==> config.mk <==
export PLATFORM = sky130hd
export DESIGN_NAME = sixteen_bit_timer_control
export DESIGN_NICKNAME = d
export VERILOG_FILES = /design/src/logic/timer_one_pkg.sv /design/src/logic/sixteen_bit_timer_control.sv
export VERILOG_INCLUDE_DIRS = /design/src /design/src/logic
export SDC_FILE = /design/constraint.sdc
export NUM_CORES = 1
export LEC_CHECK = 0
export ABC_AREA = 1
export BUFFER_PORTS_ARGS = -buffer_cell sky130_fd_sc_hd__buf_2
export CORE_MARGIN = 2
export CORE_UTILIZATION = 52
export DETAILED_ROUTE_END_ITERATION = 10
export GPL_TIMING_DRIVEN = 0
export PLACE_DENSITY = 0.81
export SLEW_MARGIN = 20
export SYNTH_ARGS = -nofsm -noshare
export SYNTH_HDL_FRONTEND = slang
export SYNTH_SLANG_ARGS = --single-unit
==> constraint.sdc <==
create_clock -name aclk -period 2.37 [get_ports aclk]
set_clock_uncertainty 0.15 [all_clocks]
set_input_delay 0.1185 -clock aclk [delete_from_list [all_inputs] [get_ports aclk]]
set_output_delay 0.1185 -clock aclk [all_outputs]
set_load 0.02 [all_outputs]
==> src/logic/timer_one_params.svh <==
/*
 offsets, field positions, reset values and response codes of the timer control block.
 assumes it is included by its bare name wherever these constants are needed.
 */
// Behaviour
// - polarity bit 7 clear counts while gate low, set counts while gate high.
// - gate enable ignored when stopped; when running and set, gate qualifies counting.
// - prescale bits 5:4: 11 divides by eight, 10 by four, 01 by two.
// - external source: sync bypass set skips resynchronising, clear resynchronises first; here set still reads the two-flop synchroniser, clear adds one stage.
// - internal source ignores sync bypass and counts the instruction clock.
// - run enable starts the timer when set, stops it holding its count when clear.
// - oscillator enable bit turns on the low-power crystal oscillator.
// - prescale counter is hidden; any write to either count byte clears it.
// - gate comes from gate pin or comparator output, chosen outside control register.
`ifndef TIMER_ONE_PARAMS_SVH
`define TIMER_ONE_PARAMS_SVH

// ****************************************
// register map
// ****************************************
`define ADDR_W            12
`define CTRL_OFFSET       12'h000
`define COUNT_OFFSET      12'h004
`define GATE_SRC_OFFSET   12'h008
`define CTRL_RESET        8'h00
`define COUNT_RESET       16'h0000

// ****************************************
// control field positions
// ****************************************
`define POLARITY_BIT      7
`define GATE_EN_BIT       6
`define PRESCALE_HI_BIT   5
`define PRESCALE_LO_BIT   4
`define OSC_EN_BIT        3
`define SYNC_BYPASS_BIT   2
`define CLK_SRC_BIT       1
`define RUN_BIT           0

// ****************************************
// bus responses
// ****************************************
`define RESP_OKAY         2'h0
`define RESP_SLVERR       2'h2

`endif

==> src/logic/timer_one_pkg.sv <==
/*
 types of the timer control block.
 assumes the constants header sits beside it.
 */
package timer_one_pkg;
	typedef struct packed {
		logic       gate_polarity_select;
		logic       gate_enable;
		logic [1:0] prescale_select;
		logic       low_power_osc_enable;
		logic       sync_bypass;
		logic       clock_source_select;
		logic       timer_run_enable;
	} timer_one_control_t;

	typedef struct packed {
		logic [11:0] addr;
		logic        valid;
	} addr_hold_t;
endpackage

==> src/logic/sixteen_bit_timer_control.sv <==
/*
 16-bit timer with its control register, reached over an axi4-lite slave.
 assumes external clock, gate pin and comparator output are asynchronous to aclk.
 */
// Implementation choices: the AXI4-Lite register port and the register addresses.
`timescale 1ns/1ps
`include "timer_one_params.svh"

module sixteen_bit_timer_control (
	// clock and reset
	input  wire logic        aclk,
	input  wire logic        aresetn,
	// write address channel
	input  wire logic [11:0] s_axi_awaddr,
	input  wire logic        s_axi_awvalid,
	output logic             s_axi_awready,
	// write data channel
	input  wire logic [31:0] s_axi_wdata,
	input  wire logic [3:0]  s_axi_wstrb,
	input  wire logic        s_axi_wvalid,
	output logic             s_axi_wready,
	// write response channel
	output logic [1:0]       s_axi_bresp,
	output logic             s_axi_bvalid,
	input  wire logic        s_axi_bready,
	// read address channel
	input  wire logic [11:0] s_axi_araddr,
	input  wire logic        s_axi_arvalid,
	output logic             s_axi_arready,
	// read data channel
	output logic [31:0]      s_axi_rdata,
	output logic [1:0]       s_axi_rresp,
	output logic             s_axi_rvalid,
	input  wire logic        s_axi_rready,
	// timer pins
	input  wire logic        external_count_clock_pin,
	input  wire logic        gate_input_pin,
	input  wire logic        comparator_out,
	// timer state
	output logic             low_power_osc_enable,
	output logic [15:0]      count_value
);

	// ****************************************
	// state
	// ****************************************
	timer_one_pkg::timer_one_control_t ctrl;
	timer_one_pkg::timer_one_control_t next_ctrl;
	timer_one_pkg::addr_hold_t         aw_hold;
	timer_one_pkg::addr_hold_t         next_aw_hold;
	logic [31:0] w_data;
	logic [31:0] next_w_data;
	logic [3:0]  w_strb;
	logic [3:0]  next_w_strb;
	logic        w_have;
	logic        next_w_have;
	logic        gate_source_select;
	logic        next_gate_source_select;
	logic [15:0] count;
	logic [15:0] next_count;
	logic [2:0]  prescale_count;
	logic [2:0]  next_prescale_count;
	logic [2:0]  ext_sync;
	logic [1:0]  gate_sync;
	logic [1:0]  comp_sync;
	logic        ext_prev;
	logic        next_ext_prev;
	logic        bvalid;
	logic        next_bvalid;
	logic [1:0]  bresp;
	logic [1:0]  next_bresp;
	logic        rvalid;
	logic        next_rvalid;
	logic [31:0] rdata;
	logic [31:0] next_rdata;
	logic [1:0]  rresp;
	logic [1:0]  next_rresp;

	// ****************************************
	// combinational helpers
	// ****************************************
	logic       do_write;
	logic       ext_level;
	logic       source_edge;
	logic       gate_level;
	logic       gate_active;
	logic       count_enable;
	logic [2:0] prescale_mask;

	assign s_axi_awready        = !aw_hold.valid && !bvalid;
	assign s_axi_wready         = !w_have && !bvalid;
	assign s_axi_arready        = !rvalid;
	assign s_axi_bvalid         = bvalid;
	assign s_axi_bresp          = bresp;
	assign s_axi_rvalid         = rvalid;
	assign s_axi_rdata          = rdata;
	assign s_axi_rresp          = rresp;
	assign low_power_osc_enable = ctrl.low_power_osc_enable;
	assign count_value          = count;
	assign do_write             = aw_hold.valid && w_have && !bvalid;

	always_comb begin
		// bypass reads the two-flop output, synchronous mode adds one aligning stage
		ext_level = ctrl.sync_bypass ? ext_sync[1] : ext_sync[2];
		// internal source counts every instruction clock, bypass ignored
		source_edge = ctrl.clock_source_select ? (ext_level && !ext_prev) : 1'b1;
		gate_level = gate_source_select ? comp_sync[1] : gate_sync[1];
		gate_active = ctrl.gate_polarity_select ? gate_level : !gate_level;
		// gate only matters while running
		count_enable = ctrl.timer_run_enable && (!ctrl.gate_enable || gate_active);
		case (ctrl.prescale_select)
			2'h3: prescale_mask = 3'h7;
			2'h2: prescale_mask = 3'h3;
			2'h1: prescale_mask = 3'h1;
			default: prescale_mask = 3'h0;
		endcase
	end

	// ****************************************
	// next state
	// ****************************************
	always_comb begin
		next_ctrl               = ctrl;
		next_aw_hold            = aw_hold;
		next_w_data             = w_data;
		next_w_strb             = w_strb;
		next_w_have             = w_have;
		next_gate_source_select = gate_source_select;
		next_count              = count;
		next_prescale_count     = prescale_count;
		next_ext_prev           = ext_level;
		next_bvalid             = bvalid;
		next_bresp              = bresp;
		next_rvalid             = rvalid;
		next_rdata              = rdata;
		next_rresp              = rresp;

		// counting; a stopped timer holds its count
		if (count_enable && source_edge) begin
			if (prescale_count >= prescale_mask) begin
				next_prescale_count = 3'h0;
				next_count          = count + 16'h0001;
			end else begin
				next_prescale_count = prescale_count + 3'h1;
			end
		end

		// write channels
		if (s_axi_awvalid && s_axi_awready) begin
			next_aw_hold.addr  = s_axi_awaddr;
			next_aw_hold.valid = 1'b1;
		end
		if (s_axi_wvalid && s_axi_wready) begin
			next_w_data = s_axi_wdata;
			next_w_strb = s_axi_wstrb;
			next_w_have = 1'b1;
		end
		if (do_write) begin
			next_aw_hold.valid = 1'b0;
			next_w_have        = 1'b0;
			next_bvalid        = 1'b1;
			next_bresp         = `RESP_OKAY;
			if (aw_hold.addr[11:2] == 10'(`CTRL_OFFSET >> 2)) begin
				if (w_strb[0]) begin
					next_ctrl = w_data[7:0];
				end
			end else if (aw_hold.addr[11:2] == 10'(`COUNT_OFFSET >> 2)) begin
				if (w_strb[0]) begin
					next_count[7:0] = w_data[7:0];
				end
				if (w_strb[1]) begin
					next_count[15:8] = w_data[15:8];
				end
				// written count bytes win over an increment, an unwritten byte keeps the incremented value; either byte clears the prescaler
				if (w_strb[0] || w_strb[1]) begin
					next_prescale_count = 3'h0;
				end
			end else if (aw_hold.addr[11:2] == 10'(`GATE_SRC_OFFSET >> 2)) begin
				if (w_strb[0]) begin
					next_gate_source_select = w_data[0];
				end
			end else begin
				next_bresp = `RESP_SLVERR;
			end
		end
		if (bvalid && s_axi_bready) begin
			next_bvalid = 1'b0;
		end

		// read channels
		if (s_axi_arvalid && s_axi_arready) begin
			next_rvalid = 1'b1;
			next_rresp  = `RESP_OKAY;
			next_rdata  = 32'h0000_0000;
			if (s_axi_araddr[11:2] == 10'(`CTRL_OFFSET >> 2)) begin
				next_rdata[7:0] = ctrl;
			end else if (s_axi_araddr[11:2] == 10'(`COUNT_OFFSET >> 2)) begin
				next_rdata[15:0] = count;
			end else if (s_axi_araddr[11:2] == 10'(`GATE_SRC_OFFSET >> 2)) begin
				next_rdata[0] = gate_source_select;
			end else begin
				next_rresp = `RESP_SLVERR;
			end
		end else if (rvalid && s_axi_rready) begin
			next_rvalid = 1'b0;
		end
	end

	// ****************************************
	// registers
	// ****************************************
	always_ff @(posedge aclk) begin
		ext_sync  <= {ext_sync[1:0], external_count_clock_pin};
		gate_sync <= {gate_sync[0], gate_input_pin};
		comp_sync <= {comp_sync[0], comparator_out};
		if (!aresetn) begin
			ctrl               <= `CTRL_RESET;
			aw_hold            <= '0;
			w_data             <= 32'h0000_0000;
			w_strb             <= 4'h0;
			w_have             <= 1'b0;
			gate_source_select <= 1'b0;
			count              <= `COUNT_RESET;
			prescale_count     <= 3'h0;
			ext_prev           <= 1'b0;
			bvalid             <= 1'b0;
			bresp              <= `RESP_OKAY;
			rvalid             <= 1'b0;
			rdata              <= 32'h0000_0000;
			rresp              <= `RESP_OKAY;
		end else begin
			ctrl               <= next_ctrl;
			aw_hold            <= next_aw_hold;
			w_data             <= next_w_data;
			w_strb             <= next_w_strb;
			w_have             <= next_w_have;
			gate_source_select <= next_gate_source_select;
			count              <= next_count;
			prescale_count     <= next_prescale_count;
			ext_prev           <= next_ext_prev;
			bvalid             <= next_bvalid;
			bresp              <= next_bresp;
			rvalid             <= next_rvalid;
			rdata              <= next_rdata;
			rresp              <= next_rresp;
		end
	end

endmodule

## Yosys cells after proc, flatten, opt, wreduce, memory -nomap -nowiden

Index checks and enable logic that the tools add are counted.

- Add/sub/neg operators: 2
- Multiply operators: 0
- Div/mod/pow operators: 0
- Magnitude comparators: 1
- Eq/ne operators: 7
- Shifts and indexed selects: 0
- Muxes and demuxes: 31
- Bitwise operators: 3
- Reductions and logical operators: 28

Operators by type and width:

| operator | number |
|---|---|
| $mux 16 | 5 |
| $mux 8 | 4 |
| $eq 10x1->1 const B | 2 |
| $eq 10x2->1 const B | 2 |
| $logic_not 10->1 | 2 |
| $mux 3 | 6 |
| $add 16x1->16 const B | 1 |
| $mux 15 | 1 |
| $logic_and 1x1->1 | 12 |
| $mux 2 | 6 |
| $pmux 3 s3 | 1 |
| $mux 1 | 8 |
| $logic_not 1->1 | 7 |
| $reduce_and 5->1 | 1 |
| $eq 2x2->1 const B | 2 |
| $reduce_or 2->1 | 2 |
| $add 3x1->3 const B | 1 |
| $ge 3x3->1 | 1 |
| $not 1->1 | 3 |
| $reduce_and 3->1 | 1 |
| $eq 2x1->1 const B | 1 |
| $logic_or 1x1->1 | 2 |
| $reduce_bool 2->1 | 1 |

- Flip-flop bits (word level): 90
- Latch bits: 0
- RAM bits: 0
- ROM bits: 0
- Input port bits: 70
- Output and inout bits: 58
- Logic and storage cells: 96
- Memories kept: 0

## Depth between registers and ports, before layout

Gate-level depths: netlist of run 1.

- Depth in word-level cells: 11
- Gate-level depth with buffers: 13
- Gate-level depth less buffers: 13

## Least setup slack after synthesis of run 1

No wires, ideal clock.

- Kind: reg-to-reg
- Start point: reg ctrl[5] in the netlist's numbering
- End point: reg count[2], in the netlist count_value[2]
- Library setup time: 114 ps
- Arrival: 1591 ps
- Data required time: 2106 ps
- Slack: 516 ps
- Stages on the path, launching flop included: 11
- Buffers on the path: 0
- Period minus slack after synthesis: 1854 ps
- Cells stage by stage: dfxtp_1 > nand2_1 > ha_1 > a21oi_1 > nand3_2 > nand3_1 > clkinv_1 > nand3_1 > nand2_1 > o21bai_1 > inv_1

- Word-level cells in the longest chain between the ends: 9
- Elaborated cells on any way between the ends: 11
- Those cells by class: order compare (1); eq/ne (3); mux (7)

RTL lines:

| item | line | RTL |
|---|---|---|
| start: declaration | sixteen_bit_timer_control.sv:47 | `timer_one_pkg::timer_one_control_t ctrl;` |
| start signal: assignment | sixteen_bit_timer_control.sv:217 | `` ctrl <= `CTRL_RESET; `` |
| start signal: assignment | sixteen_bit_timer_control.sv:232 | `ctrl <= next_ctrl;` |
| $eq 2x1->1 / $eq 2x2->1 (equally long branches) | sixteen_bit_timer_control.sv:111 | `case (ctrl.prescale_select)` |
| $pmux 3 s3 * | sixteen_bit_timer_control.sv:111 |  |
| $ge 3x3->1 * | sixteen_bit_timer_control.sv:140 | `if (prescale_count >= prescale_mask) begin` |
| $mux 16 * | sixteen_bit_timer_control.sv:140 |  |
| $mux 16 * | sixteen_bit_timer_control.sv:139 | `if (count_enable && source_edge) begin` |
| $mux 8 | sixteen_bit_timer_control.sv:168 | `if (w_strb[0]) begin` |
| $mux 16 | sixteen_bit_timer_control.sv:167 | `` end else if (aw_hold.addr[11:2] == 10'(`COUNT_OFFSET >> 2)) begin `` |
| $mux 16 | sixteen_bit_timer_control.sv:163 | `` if (aw_hold.addr[11:2] == 10'(`CTRL_OFFSET >> 2)) begin `` |
| $mux 16 * | sixteen_bit_timer_control.sv:158 | `if (do_write) begin` |
| end signal: assignment | sixteen_bit_timer_control.sv:223 | `` count <= `COUNT_RESET; `` |
| end signal: assignment | sixteen_bit_timer_control.sv:238 | `count <= next_count;` |
| end: declaration | sixteen_bit_timer_control.sv:59 | `logic [15:0] count;` |

Every way passes the cells marked *; elsewhere a longest branch is shown, timed or not.
A chain may end at the register's enable or synchronous reset.

## Worst setup path after layout of run 1

Same ends and word-level chain as after synthesis.

==> results of run 1 <==
==> Yosys cell counts <==
cell type	instances
nand2_2	1
nor2_8	1
and3_1	1
nor2_2	6
a211oi_1	1
xnor2_1	2
clkinv_1	3
nand2_1	122
inv_4	1
o21a_1	1
nor2_4	1
ha_1	5
clkbuf_2	1
nor3_1	4
nand3b_1	2
nand3_1	32
nand4_1	6
buf_6	1
buf_4	18
clkbuf_8	1
nor3_2	2
or2_1	1
clkbuf_1	13
inv_1	78
inv_2	2
xor2_1	3
o21ai_1	3
nand3_2	6
o21ai_2	2
nor4_1	1
o211ai_1	3
nor2_1	83
nor3_4	1
a21oi_1	41
or2_4	1
o21ai_0	61
buf_2	3
buf_1	1
nand2_4	1
o21bai_1	3
conb_1	1
dfxtp_1	86
or2_0	2
==> cell families after synthesis <==
group	count (synthesis)
adders and majority gates	5
AOI/OAI and AO/OA	115
and+or+nand+nor	274
DFF	86
buffers and inverters	122
other	1
xor gates and xnor gates	5
==> flip-flops by register name, summed over array words and instances (netlist names) <==
signal and cells:
aw_hold 11, comp_sync 2, count_value 16, ctrl 7, ext_prev 1, ext_sync 3, gate_source_select 1, gate_sync 2
low_power_osc_enable 1, prescale_count 3, s_axi_bresp 1, s_axi_bvalid 1, s_axi_rdata 16, s_axi_rresp 1, s_axi_rvalid 1, w_data 16
w_have 1, w_strb 2
==> stage by stage <==
| step | utilization (%) | hold slack [ns] |
|---|---|---|
| 5_1_grt | 69.4 | 0.0712 |
| 6_report | 69.4 | 0.0498 |
| 3_3_place_gp | 62.3 | 0.0716 |
| 4_1_cts | 69.3 | 0.0553 |
| 3_5_place_dp | 62.3 | 0.0731 |
| 2_1_floorplan | - | -0.00378 |
==> how the worst max path moves through the flow <==
stage | cells past startpoint | endpoint
floorplan | 10 | count_value[2]
global placement | 11 | count_value[2]
detailed placement | 11 | count_value[2]
CTS | 11 | count_value[2]
global route | 11 | count_value[2]
finish | 11 | count_value[2]
==> worst reg2reg max path, delay by kind of cell (launching register included) <==
kind / cells / cell delay [ns]
AOI/OAI and AO/OA: 1 / 0.12
adders and majority gates: 1 / 0.27
buffers and inverters: 3 / 0.40
DFF: 1 / 0.31
and+or+nand+nor: 6 / 0.80
==> what timing repair did <==
action                                  in CTS  in global routing
endpoints found under the hold margin       33                  0
hold buffers                                34                  0
endpoints found under the setup margin       0                  6
gates resized for setup                      0                  2
==> power by group <==
part	switching, uW	internal [uW]
Combinational	244	175
Sequential	42.6	1520
Clock	538	521
Total	825	2210
==> area by class of cell <==
cell class	instances	area share, %
tap	102	2.37
sequential	86	31.9
clock inverter	6	1.28
clock buffer	10	2.55
inverter	84	5.96
timing repair buffer	121	14.4
multi-input combinational	417	37.2
buffer	38	4.32
==> placed cells by master (no fill, tap or decap), types with 2 or more instances in the layout <==
master / count
clkinv_1: 2
nand2_1: 122
nor2_2: 6
o21bai_1: 3
inv_1: 78
o21ai_1: 3
o211ai_1: 3
clkbuf_8: 11
nand3_2: 7
nand4_1: 6
xnor2_1: 2
a21oi_1: 41
o21ai_2: 2
dfxtp_1: 86
inv_2: 2
xor2_1: 3
dlygate4sd3_1: 34
nor2_1: 83
conb_1: 18
or2_0: 2
nand3b_1: 2
ha_1: 5
clkinv_4: 2
nor3_2: 2
nand3_1: 31
buf_2: 90
buf_4: 18
nor3_1: 4
clkinvlp_4: 2
clkbuf_1: 13
o21ai_0: 61
==> per-layer routing <==
layer | global-route usage [%] | routed length, um
met1 | 30.9 | 4610
met2 | 44.6 | 5300
met3 | 4.90 | 641
met4 | 9.78 | 238
met5 | 0 | 0
==> run_results.csv, run 1 <==
group,metric,value,unit
status,status,"completed",
timing,maxSlewViolCount,0,
critical_path,setup.reg_to_reg.worst_slack,0.23,ns
power,vdd_drop_max,0.340,mV
synth,mappedNetlistArea,4210,um^2
placed_design,portBuffers,87,
synth,synth_top_cell_area_share,40.9,%
timing,final.period_utilization,90.2,%
synth,synth_xor_xnor_area_share,1.04,%
detailed_routing,routedWlPerCell,12.5,um
clock_tree,cts_htree_levels,3,
critical_path,worstSetupPathType,"flip-flop to flip-flop",
timing,max_slew.worst_pin.slew,0.626,ns
synth,synth_area_leader_cell,"dfxtp_1",
die,core.rowCount,32,
clock_tree,cts_max_path_buffers,2,
cells_and_area,layoutNonFillerInstCount,864,
placed_design,gp_congestion,0.872,
die,initial_core_util,54.2,%
hold_path,holdCritStartpoint,"s_axi_araddr[2]",
detailed_routing,detail-route-antenna-nets,0,
cells_and_area,multi_input_comb_area,2010,um^2
synth,post_synth_and_or_nand_nor_area_fraction,29.1,%
synth,synth_cell_type_count,43,
synth,synth_compound_area_share,14.3,%
die,die-height,94.0,um
critical_path,worstPathBufferInverterCount,3,
critical_path,timing.critical_path.cells,"inv_1 > nand2_1 > ha_1 > nand3_1 > nand3_2 > nand3_2 > clkinvlp_4 > nand3_1 > nand2_1 > o21bai_1 > inv_1",
clock_tree,clk_latency,0.36,ns
cells_and_area,areaGrowthSynthToFinish,28.1,%
detailed_routing,drc_errors,0,
detailed_routing,viasPerCell,4.90,
timing,finalHoldViolations,0,
synth,combinational_family_with_the_most_area_after_synthesis,"simple AND/OR/NAND/NOR gates",
global_route,global_route.usage.total,25.5,%
die,die_width,94.0,um
clock_tree,tritoncts.num_buffers,9,
timing,max_freq,468,MHz
critical_path,timing.critical_path.slowest_cell_delay,0.31,ns
cells_and_area,fin_area,5390,um^2
synth,syn-instance-count,608,
detailed_routing,dr_total_vias,4232,
flow_run,maxCapViolations,0,
placed_design,post-place-cells,814,
synth,share_of_synthesized_area_occupied_by_flip_flops_and_latches,40.9,%
clock_tree,clkSlewWorstSetupHoldPaths,0.09,ns
critical_path,startpoint,"ctrl[5]",
critical_path,reg2regPathDepth,11,
detailed_routing,drt_first_pass_iters,7,
hold_path,hold_path_depth,5,
critical_path,worstSetupStartpointType,"flip-flop",
synth,syn_avg_cell_area,6.92,um^2
cells_and_area,area.sequential,1720,um^2
critical_path,critical-path-slowest-cell,"dfxtp_1",
timing,grt_setup_unrepaired,"no",
placed_design,placed_cell_area,4840,um^2
critical_path,worst_setup_path_end_kind,"flip-flop",
global_route,grt_start_max_net_pins,16,
placed_design,place_ws,0.121,ns
timing,slew_hr,58.2,%
detailed_routing,drt_iter0_drc,212,
cells_and_area,filler_cell_count,693,
clock_tree,cts-root-buf,"clkbuf_8",
critical_path,timing.rr.start,"ctrl[5]",
timing,finalSetupViolations,0,
critical_path,critical_path_arrival,2.25,ns
power,power_leakage,0.00267,uW
critical_path,r2r_end,"count_value[2]",
critical_path,crit_path_max_fanout,10,
timing,post-route-worst-setup-slack,0.232,ns
cells_and_area,antenna_cells,0,
synth,ys.warnings.count,0,
timing,setup_tns,0,ns
critical_path,crit_required,2.49,ns
power,cellPowerDensity,563,nW/um^2
hold_path,timing.hold.worst.class,"input port to flip-flop",
hold_path,min_to,"s_axi_rdata[0]",
clock_tree,cts_tree,"built",
synth,yosys.area_share.adder,1.49,%
global_route,antenna_found_initial,0,
clock_tree,cts_post_setup_buffers_inserted,0,
global_route,number_of_global_route_vias_before_repair,3886,
global_route,grt_first_pass_wirelength,17.7,mm
synth,synth.area.mux_share,0,%
synth,dominant_cells_by_area_after_synthesis,"dfxtp_1 (41%), nand2_1 (11%), nor2_1 (7.4%)",
timing,finalCriticalPeriod,2.14,ns
cells_and_area,finalNetCount,832,
synth,synth.ff_latch_count,86,
global_route,grt_overflow_total,0,
cells_and_area,ratio_of_cells_with_drive_above_1_in_the_final_layout,20.2,%
die,placeableCoreArea,7770,um^2
critical_path,timing.critical_path.max_delay_family,"simple AND/OR/NAND/NOR gates",
detailed_routing,drt-total-wl,10.8,mm
placed_design,half_perimeter_wire_length_of_the_detailed_placement_result,7.94,mm
clock_tree,cts.sink_count,86,
die,dieArea,8830,um^2
power,finalPower,3040,uW
die,io-pin-count,128,
Note: power is estimated with default switching activity, not from simulation.
==> inputs of run 2 (changes only) <==
--- a/constraint.sdc
+++ b/constraint.sdc
@@ -4,2 +4,2 @@
 set_output_delay 0.1185 -clock aclk [all_outputs]
-set_load 0.02 [all_outputs]
+set_load 0.1 [all_outputs]
==> run 2 against run 1 <==
  * Non-clock buffer count unchanged
  * Flip-flop and latch count unchanged
  * Power increased by 15%
  * Clock power increased by 23%
  * Largest cell class unchanged
  * Largest power group unchanged
  * Highest routed layer unchanged
==> run_results.csv, run 2 (synthesis gave the netlist of run 1 again) <==
group,metric,value,unit
critical_path,setup.reg_to_reg.worst_slack,0.15,ns
die,placeableCoreArea,7770,um^2
clock_tree,clkSlewWorstSetupHoldPaths,0.09,ns
critical_path,crit_required,2.54,ns
global_route,grt_overflow_total,0,
timing,setup_tns,0,ns
die,initial_core_util,54.2,%
critical_path,critical_path_arrival,2.38,ns
placed_design,half_perimeter_wire_length_of_the_detailed_placement_result,7.99,mm
timing,finalCriticalPeriod,2.22,ns
timing,max_freq,451,MHz
critical_path,reg2regPathDepth,12,
timing,final.period_utilization,93.5,%
critical_path,timing.critical_path.slowest_cell_delay,0.32,ns
clock_tree,cts_post_setup_buffers_inserted,0,
clock_tree,cts_max_path_buffers,2,
detailed_routing,drt_first_pass_iters,5,
global_route,global_route.usage.total,26.3,%
die,dieArea,8830,um^2
cells_and_area,filler_cell_count,679,
global_route,number_of_global_route_vias_before_repair,3982,
detailed_routing,drt_iter0_drc,189,
clock_tree,cts.sink_count,86,
detailed_routing,drc_errors,0,
cells_and_area,mostFrequentLayoutCell,"nand2_1",
critical_path,startpoint,"ctrl[5]",
cells_and_area,ratio_of_cells_with_drive_above_1_in_the_final_layout,21.1,%
critical_path,timing.critical_path.cells,"inv_1 > nand2_1 > ha_1 > nand3_1 > nand3_2 > nand3_2 > clkinvlp_4 > nand2_1 > nand2_1 > nand3_2 > nand2_1 > inv_1",
global_route,grt_first_pass_wirelength,18.1,mm
global_route,grt_start_max_net_pins,17,
critical_path,worstSetupPathType,"flip-flop to flip-flop",
power,vdd_drop_max,0.436,mV
detailed_routing,dr_total_vias,4292,
timing,maxSlewViolCount,0,
critical_path,worstSetupEndpoint,"count_value[11]",
die,die_width,94.0,um
placed_design,placed_cell_area,4850,um^2
clock_tree,cts_tree,"built",
timing,post-route-worst-setup-slack,0.154,ns
clock_tree,clk_latency,0.37,ns
critical_path,critical-path-slowest-cell,"dfxtp_1",
timing,finalSetupViolations,0,
critical_path,worstSetupStartpointType,"flip-flop",
flow_run,maxCapViolations,0,
timing,finalHoldViolations,0,
critical_path,critical-path-top-cell-by-count,"nand2_1",
hold_path,timing.hold.worst.class,"input port to flip-flop",
clock_tree,cts-root-buf,"clkbuf_8",
clock_tree,cts_htree_levels,3,
placed_design,place_ws,0.114,ns
power,cellPowerDensity,640,nW/um^2
cells_and_area,antenna_cells,0,
critical_path,crit_path_max_fanout,10,
critical_path,timing.rr.start,"ctrl[5]",
detailed_routing,routedWlPerCell,13.2,um
die,die-height,94.0,um
detailed_routing,detail-route-antenna-nets,0,
power,power_leakage,0.00270,uW
timing,whs,0.0356,ns
critical_path,r2r_end,"count_value[11]",
status,status,"completed",
global_route,antenna_found_initial,0,
placed_design,portBuffers,87,
detailed_routing,drt-total-wl,11.4,mm
timing,max_slew.worst_pin.slew,0.617,ns
critical_path,worst_setup_path_end_kind,"flip-flop",
timing,grt_setup_unrepaired,"no",
die,io-pin-count,128,
placed_design,gp_congestion,0.835,
detailed_routing,viasPerCell,4.97,
cells_and_area,leading_cell_types_in_the_layout_fill_and_taps_excluded,"nand2_1 (122), buf_2 (90), dfxtp_1 (82), nor2_1 (81), inv_1 (77)",
die,core.rowCount,32,
timing,slew_hr,58.9,%
cells_and_area,finalNetCount,832,
clock_tree,tritoncts.num_buffers,9,
cells_and_area,fin_area,5450,um^2
cells_and_area,areaGrowthSynthToFinish,29.5,%
run 2: worst max-delay path: cells and delay by family (launching register included):
family	cells	cell delay, ns
simple gates	8	1.00
fa+ha+maj	1	0.28
buf+inv	3	0.42
flops	1	0.32
run 2: how the worst min path moves through the flow:
stage                                end  depth (start not counted)                      from  slack, ns
after floorplan             comp_sync[0]                          0            comparator_out     -0.004
after global placement       ext_sync[0]                          1  external_count_clock_pin       0.07
after detailed placement    comp_sync[0]                          1            comparator_out       0.07
after CTS                 s_axi_rdata[0]                          5           s_axi_araddr[2]       0.04
after global routing      s_axi_rdata[0]                          5           s_axi_araddr[2]       0.05
final                     s_axi_rdata[0]                          5           s_axi_araddr[2]       0.04
run 2: power by group:
part           switching [uW]  internal [uW]
sequential               45.7           1520
clock                     580            715
combinational             458            176
run 2: layout make-up:
class | instances | area [um^2] | area share, %
buffer | 38 | 233 | 4.27
tap | 102 | 128 | 2.34
inverter | 84 | 325 | 5.97
sequential | 86 | 1730 | 31.7
clock buffer | 9 | 124 | 2.27
timing repair buffer | 121 | 776 | 14.2
multi-input combinational | 417 | 2010 | 36.9
clock inverter | 7 | 125 | 2.30
run 2: metrics by stage:
stage	util, %	std cells	total power (uW)
global placement	62.5	814	2160
floorplan	-	625	2060
finish	70.2	864	3490
global route	70.2	864	3620
CTS	70.1	864	3480
detailed placement	62.5	814	2170
run 2: per-layer routing:
metal | GRT usage, % | routed length [um] | share of wire, % | vias to the layer above
met5 | 0 | 0 | 0 | -
met4 | 8.45 | 172 | 1.5 | 0
met3 | 5.22 | 733 | 6.4 | 19
met2 | 47.2 | 5790 | 51 | 151
met1 | 31.3 | 4700 | 41 | 1936
li1 | - | - | - | 2186
run 2: what timing repair did:
| item | in CTS | in global routing |
|---|---|---|
| gates resized for setup | 0 | 2 |
| endpoints found under the hold margin | 33 | 0 |
| setup endpoints to repair | 0 | 6 |
| hold buffers | 34 | 0 |
==> inputs of run 3 (changes only) <==
- CORE_ASPECT_RATIO: unset -> 1.4
- SETUP_SLACK_MARGIN: unset -> 0.4
==> run 3 against run 2 <==
  * Cell count is 1.2% higher
  * Combinational power is 3% higher
  * Wire length is 2.8% higher
  * First-iteration DRC count is 61% higher
  * Core utilization is 2.2 points higher
  * Critical path depth stayed put
  * Flip-flop and latch count stayed put
  * Clock power is 18% lower
  * Register-to-register slack better by 0.29 ns
  * Sequential share of layout area is 0.62 points lower
  * Global-route usage is 0.16 points lower
  * Largest cell class unchanged
  * Largest power group unchanged
==> run_results.csv, run 3 (synthesis gave the netlist of run 1 again) <==
group,metric,value,unit
status,status,"completed",
global_route,grt_overflow_total,0,
detailed_routing,viasPerCell,4.95,
critical_path,timing.critical_path.slowest_cell_delay,0.34,ns
timing,finalHoldViolations,0,
cells_and_area,fin_area,5640,um^2
placed_design,portBuffers,87,
critical_path,reg2regPathDepth,12,
cells_and_area,filler_cell_count,655,
critical_path,worst_setup_path_end_kind,"flip-flop",
cells_and_area,areaGrowthSynthToFinish,34.0,%
timing,finalSetupViolations,0,
timing,max_slew.worst_pin.slew,0.624,ns
critical_path,setup.reg_to_reg.worst_slack,0.45,ns
cells_and_area,finalNetCount,844,
global_route,grt_start_max_net_pins,17,
detailed_routing,drt-total-wl,11.7,mm
timing,finalCriticalPeriod,1.92,ns
cells_and_area,leading_cell_types_in_the_layout_fill_and_taps_excluded,"nand2_1 (120), buf_2 (90), nor2_1 (81), inv_1 (74), dfxtp_1 (68)",
global_route,global_route.usage.total,26.1,%
power,finalPower,3280,uW
critical_path,r2r_end,"count_value[12]",
global_route,number_of_global_route_vias_before_repair,4152,
critical_path,worstPathBufferInverterCount,4,
timing,grt_setup_unrepaired,"yes",
power,power_leakage,0.00278,uW
die,core.rowCount,38,
cells_and_area,ratio_of_cells_with_drive_above_1_in_the_final_layout,25.7,%
detailed_routing,drt_first_pass_iters,5,
power,cellPowerDensity,581,nW/um^2
critical_path,timing.rr.start,"ctrl[5]",
detailed_routing,detail-route-antenna-nets,0,
critical_path,critical-path-slowest-cell,"dfxtp_2",
clock_tree,cts.sink_count,86,
cells_and_area,antenna_cells,0,
die,die_width,80.1,um
detailed_routing,drc_errors,0,
hold_path,hold_path_depth,5,
detailed_routing,dr_total_vias,4326,
timing,final.period_utilization,81.2,%
hold_path,holdCritStartpoint,"s_axi_araddr[2]",
die,initial_core_util,54.0,%
placed_design,placed_cell_area,4910,um^2
timing,whs,0.0200,ns
critical_path,critical_path_arrival,2.05,ns
hold_path,min_to,"s_axi_rdata[0]",
timing,setup_tns,0,ns
critical_path,worstSetupStartpointType,"flip-flop",
critical_path,crit_required,2.50,ns
timing,max_freq,520,MHz
clock_tree,tritoncts.num_buffers,9,
clock_tree,cts_tree,"built",
die,die-height,110,um
clock_tree,cts_htree_levels,3,
detailed_routing,routedWlPerCell,13.4,um
critical_path,timing.critical_path.max_delay_family,"simple AND/OR/NAND/NOR gates",
die,dieArea,8840,um^2
critical_path,timing.critical_path.cells,"inv_2 > ha_1 > nand3b_1 > nand3_4 > buf_4 > buf_4 > o21ai_0 > nand2_1 > nand2_1 > nand3_1 > nand2_1 > inv_1",
flow_run,maxCapViolations,0,
global_route,antenna_found_initial,0,
timing,slew_hr,58.4,%
clock_tree,cts_max_path_buffers,2,
cells_and_area,post-route-util,72.3,%
detailed_routing,drt_iter0_drc,305,
clock_tree,cts-root-buf,"clkbuf_8",
critical_path,worstSetupPathType,"flip-flop to flip-flop",
critical_path,startpoint,"ctrl[5]",
cells_and_area,mostFrequentLayoutCell,"nand2_1",
placed_design,half_perimeter_wire_length_of_the_detailed_placement_result,8.06,mm
clock_tree,clkSlewWorstSetupHoldPaths,0.09,ns
die,io-pin-count,128,
placed_design,gp_congestion,0.885,
die,placeableCoreArea,7800,um^2
power,vdd_drop_max,0.599,mV
timing,maxSlewViolCount,0,
critical_path,critical-path-top-cell-by-count,"nand2_1",
hold_path,timing.hold.worst.class,"input port to flip-flop",
clock_tree,clk_latency,0.37,ns
critical_path,crit_path_max_fanout,5,
global_route,grt_first_pass_wirelength,18.2,mm
==> run 3: cell count changes in the layout (fill, tap and decap cells not counted), moves of 4 or more <==
cell	previous run	this run
buf_4	18	28
dfxtp_1	82	68
dfxtp_2	3	14
nor2_2	8	4
nor2_4	1	5
o21ai_0	61	53
o21ai_1	3	10
==> run 3: tightest hold or removal path: stages <==
cell	delay, ns
buf_2	0.10
nor2_1	0.06
nand2_1	0.06
nand3_1	0.07
a21oi_1	0.11
==> run 3: stage by stage <==
stage	setup slack, ns	std cells
2_1_floorplan	0.316	625
3_3_place_gp	0.151	812
3_5_place_dp	0.117	812
4_1_cts	0.401	867
5_1_grt	0.377	874
6_report	0.446	874
==> run 3: per-layer routing <==
| metal | vias to the layer above | share of wire [%] | routed length [um] | track usage (%) |
|---|---|---|---|---|
| li1 | 2219 | - | - | - |
| met1 | 1943 | 38 | 4500 | 26.9 |
| met2 | 132 | 54 | 6340 | 49.1 |
| met3 | 32 | 4.5 | 522 | 5.07 |
| met4 | 0 | 3.0 | 349 | 11.9 |
| met5 | - | 0 | 0 | 0 |
==> run 3: how the worst max path moves through the flow <==
| stage | to | slack [ns] | cells after the start |
|---|---|---|---|
| detailed placement | count_value[11] | 0.12 | 11 |
| global route | count_value[12] | 0.38 | 12 |
| global placement | count_value[11] | 0.15 | 11 |
| CTS | count_value[7] | 0.40 | 11 |
| finish | count_value[12] | 0.45 | 12 |
| floorplan | s_axi_rdata[2] | 0.32 | 8 |
==> run 3: layout make-up <==
cell class                      count  area (um^2)  share of cell area, %
Multi-Input combinational cell    417         2090                   37.1
Sequential cell                    86         1750                   31.1
Timing Repair Buffer              133          886                   15.7
Inverter                           84          323                   5.72
Buffer                             38          255                   4.53
Tap cell                          100          125                   2.22
Clock buffer                        9          124                   2.20
Clock inverter                      7         78.8                   1.40
==> run 3: repair_timing <==
item                                    4_1_cts  5_1_grt
setup buffers                                 4        6
endpoints found under the setup margin       10       13
hold endpoints to repair                     39        0
cloned                                        0        1
resized for setup                             5       17
hold buffers                                 35        0
pin swaps                                     1        6
==> run 3: report_power, final <==
part / switching (uW) / internal (uW) / total, uW
sequential: 51.0 / 1510 / 1560
clock: 564 / 502 / 1070
combinational: 464 / 186 / 650
total: 1080 / 2200 / 3280
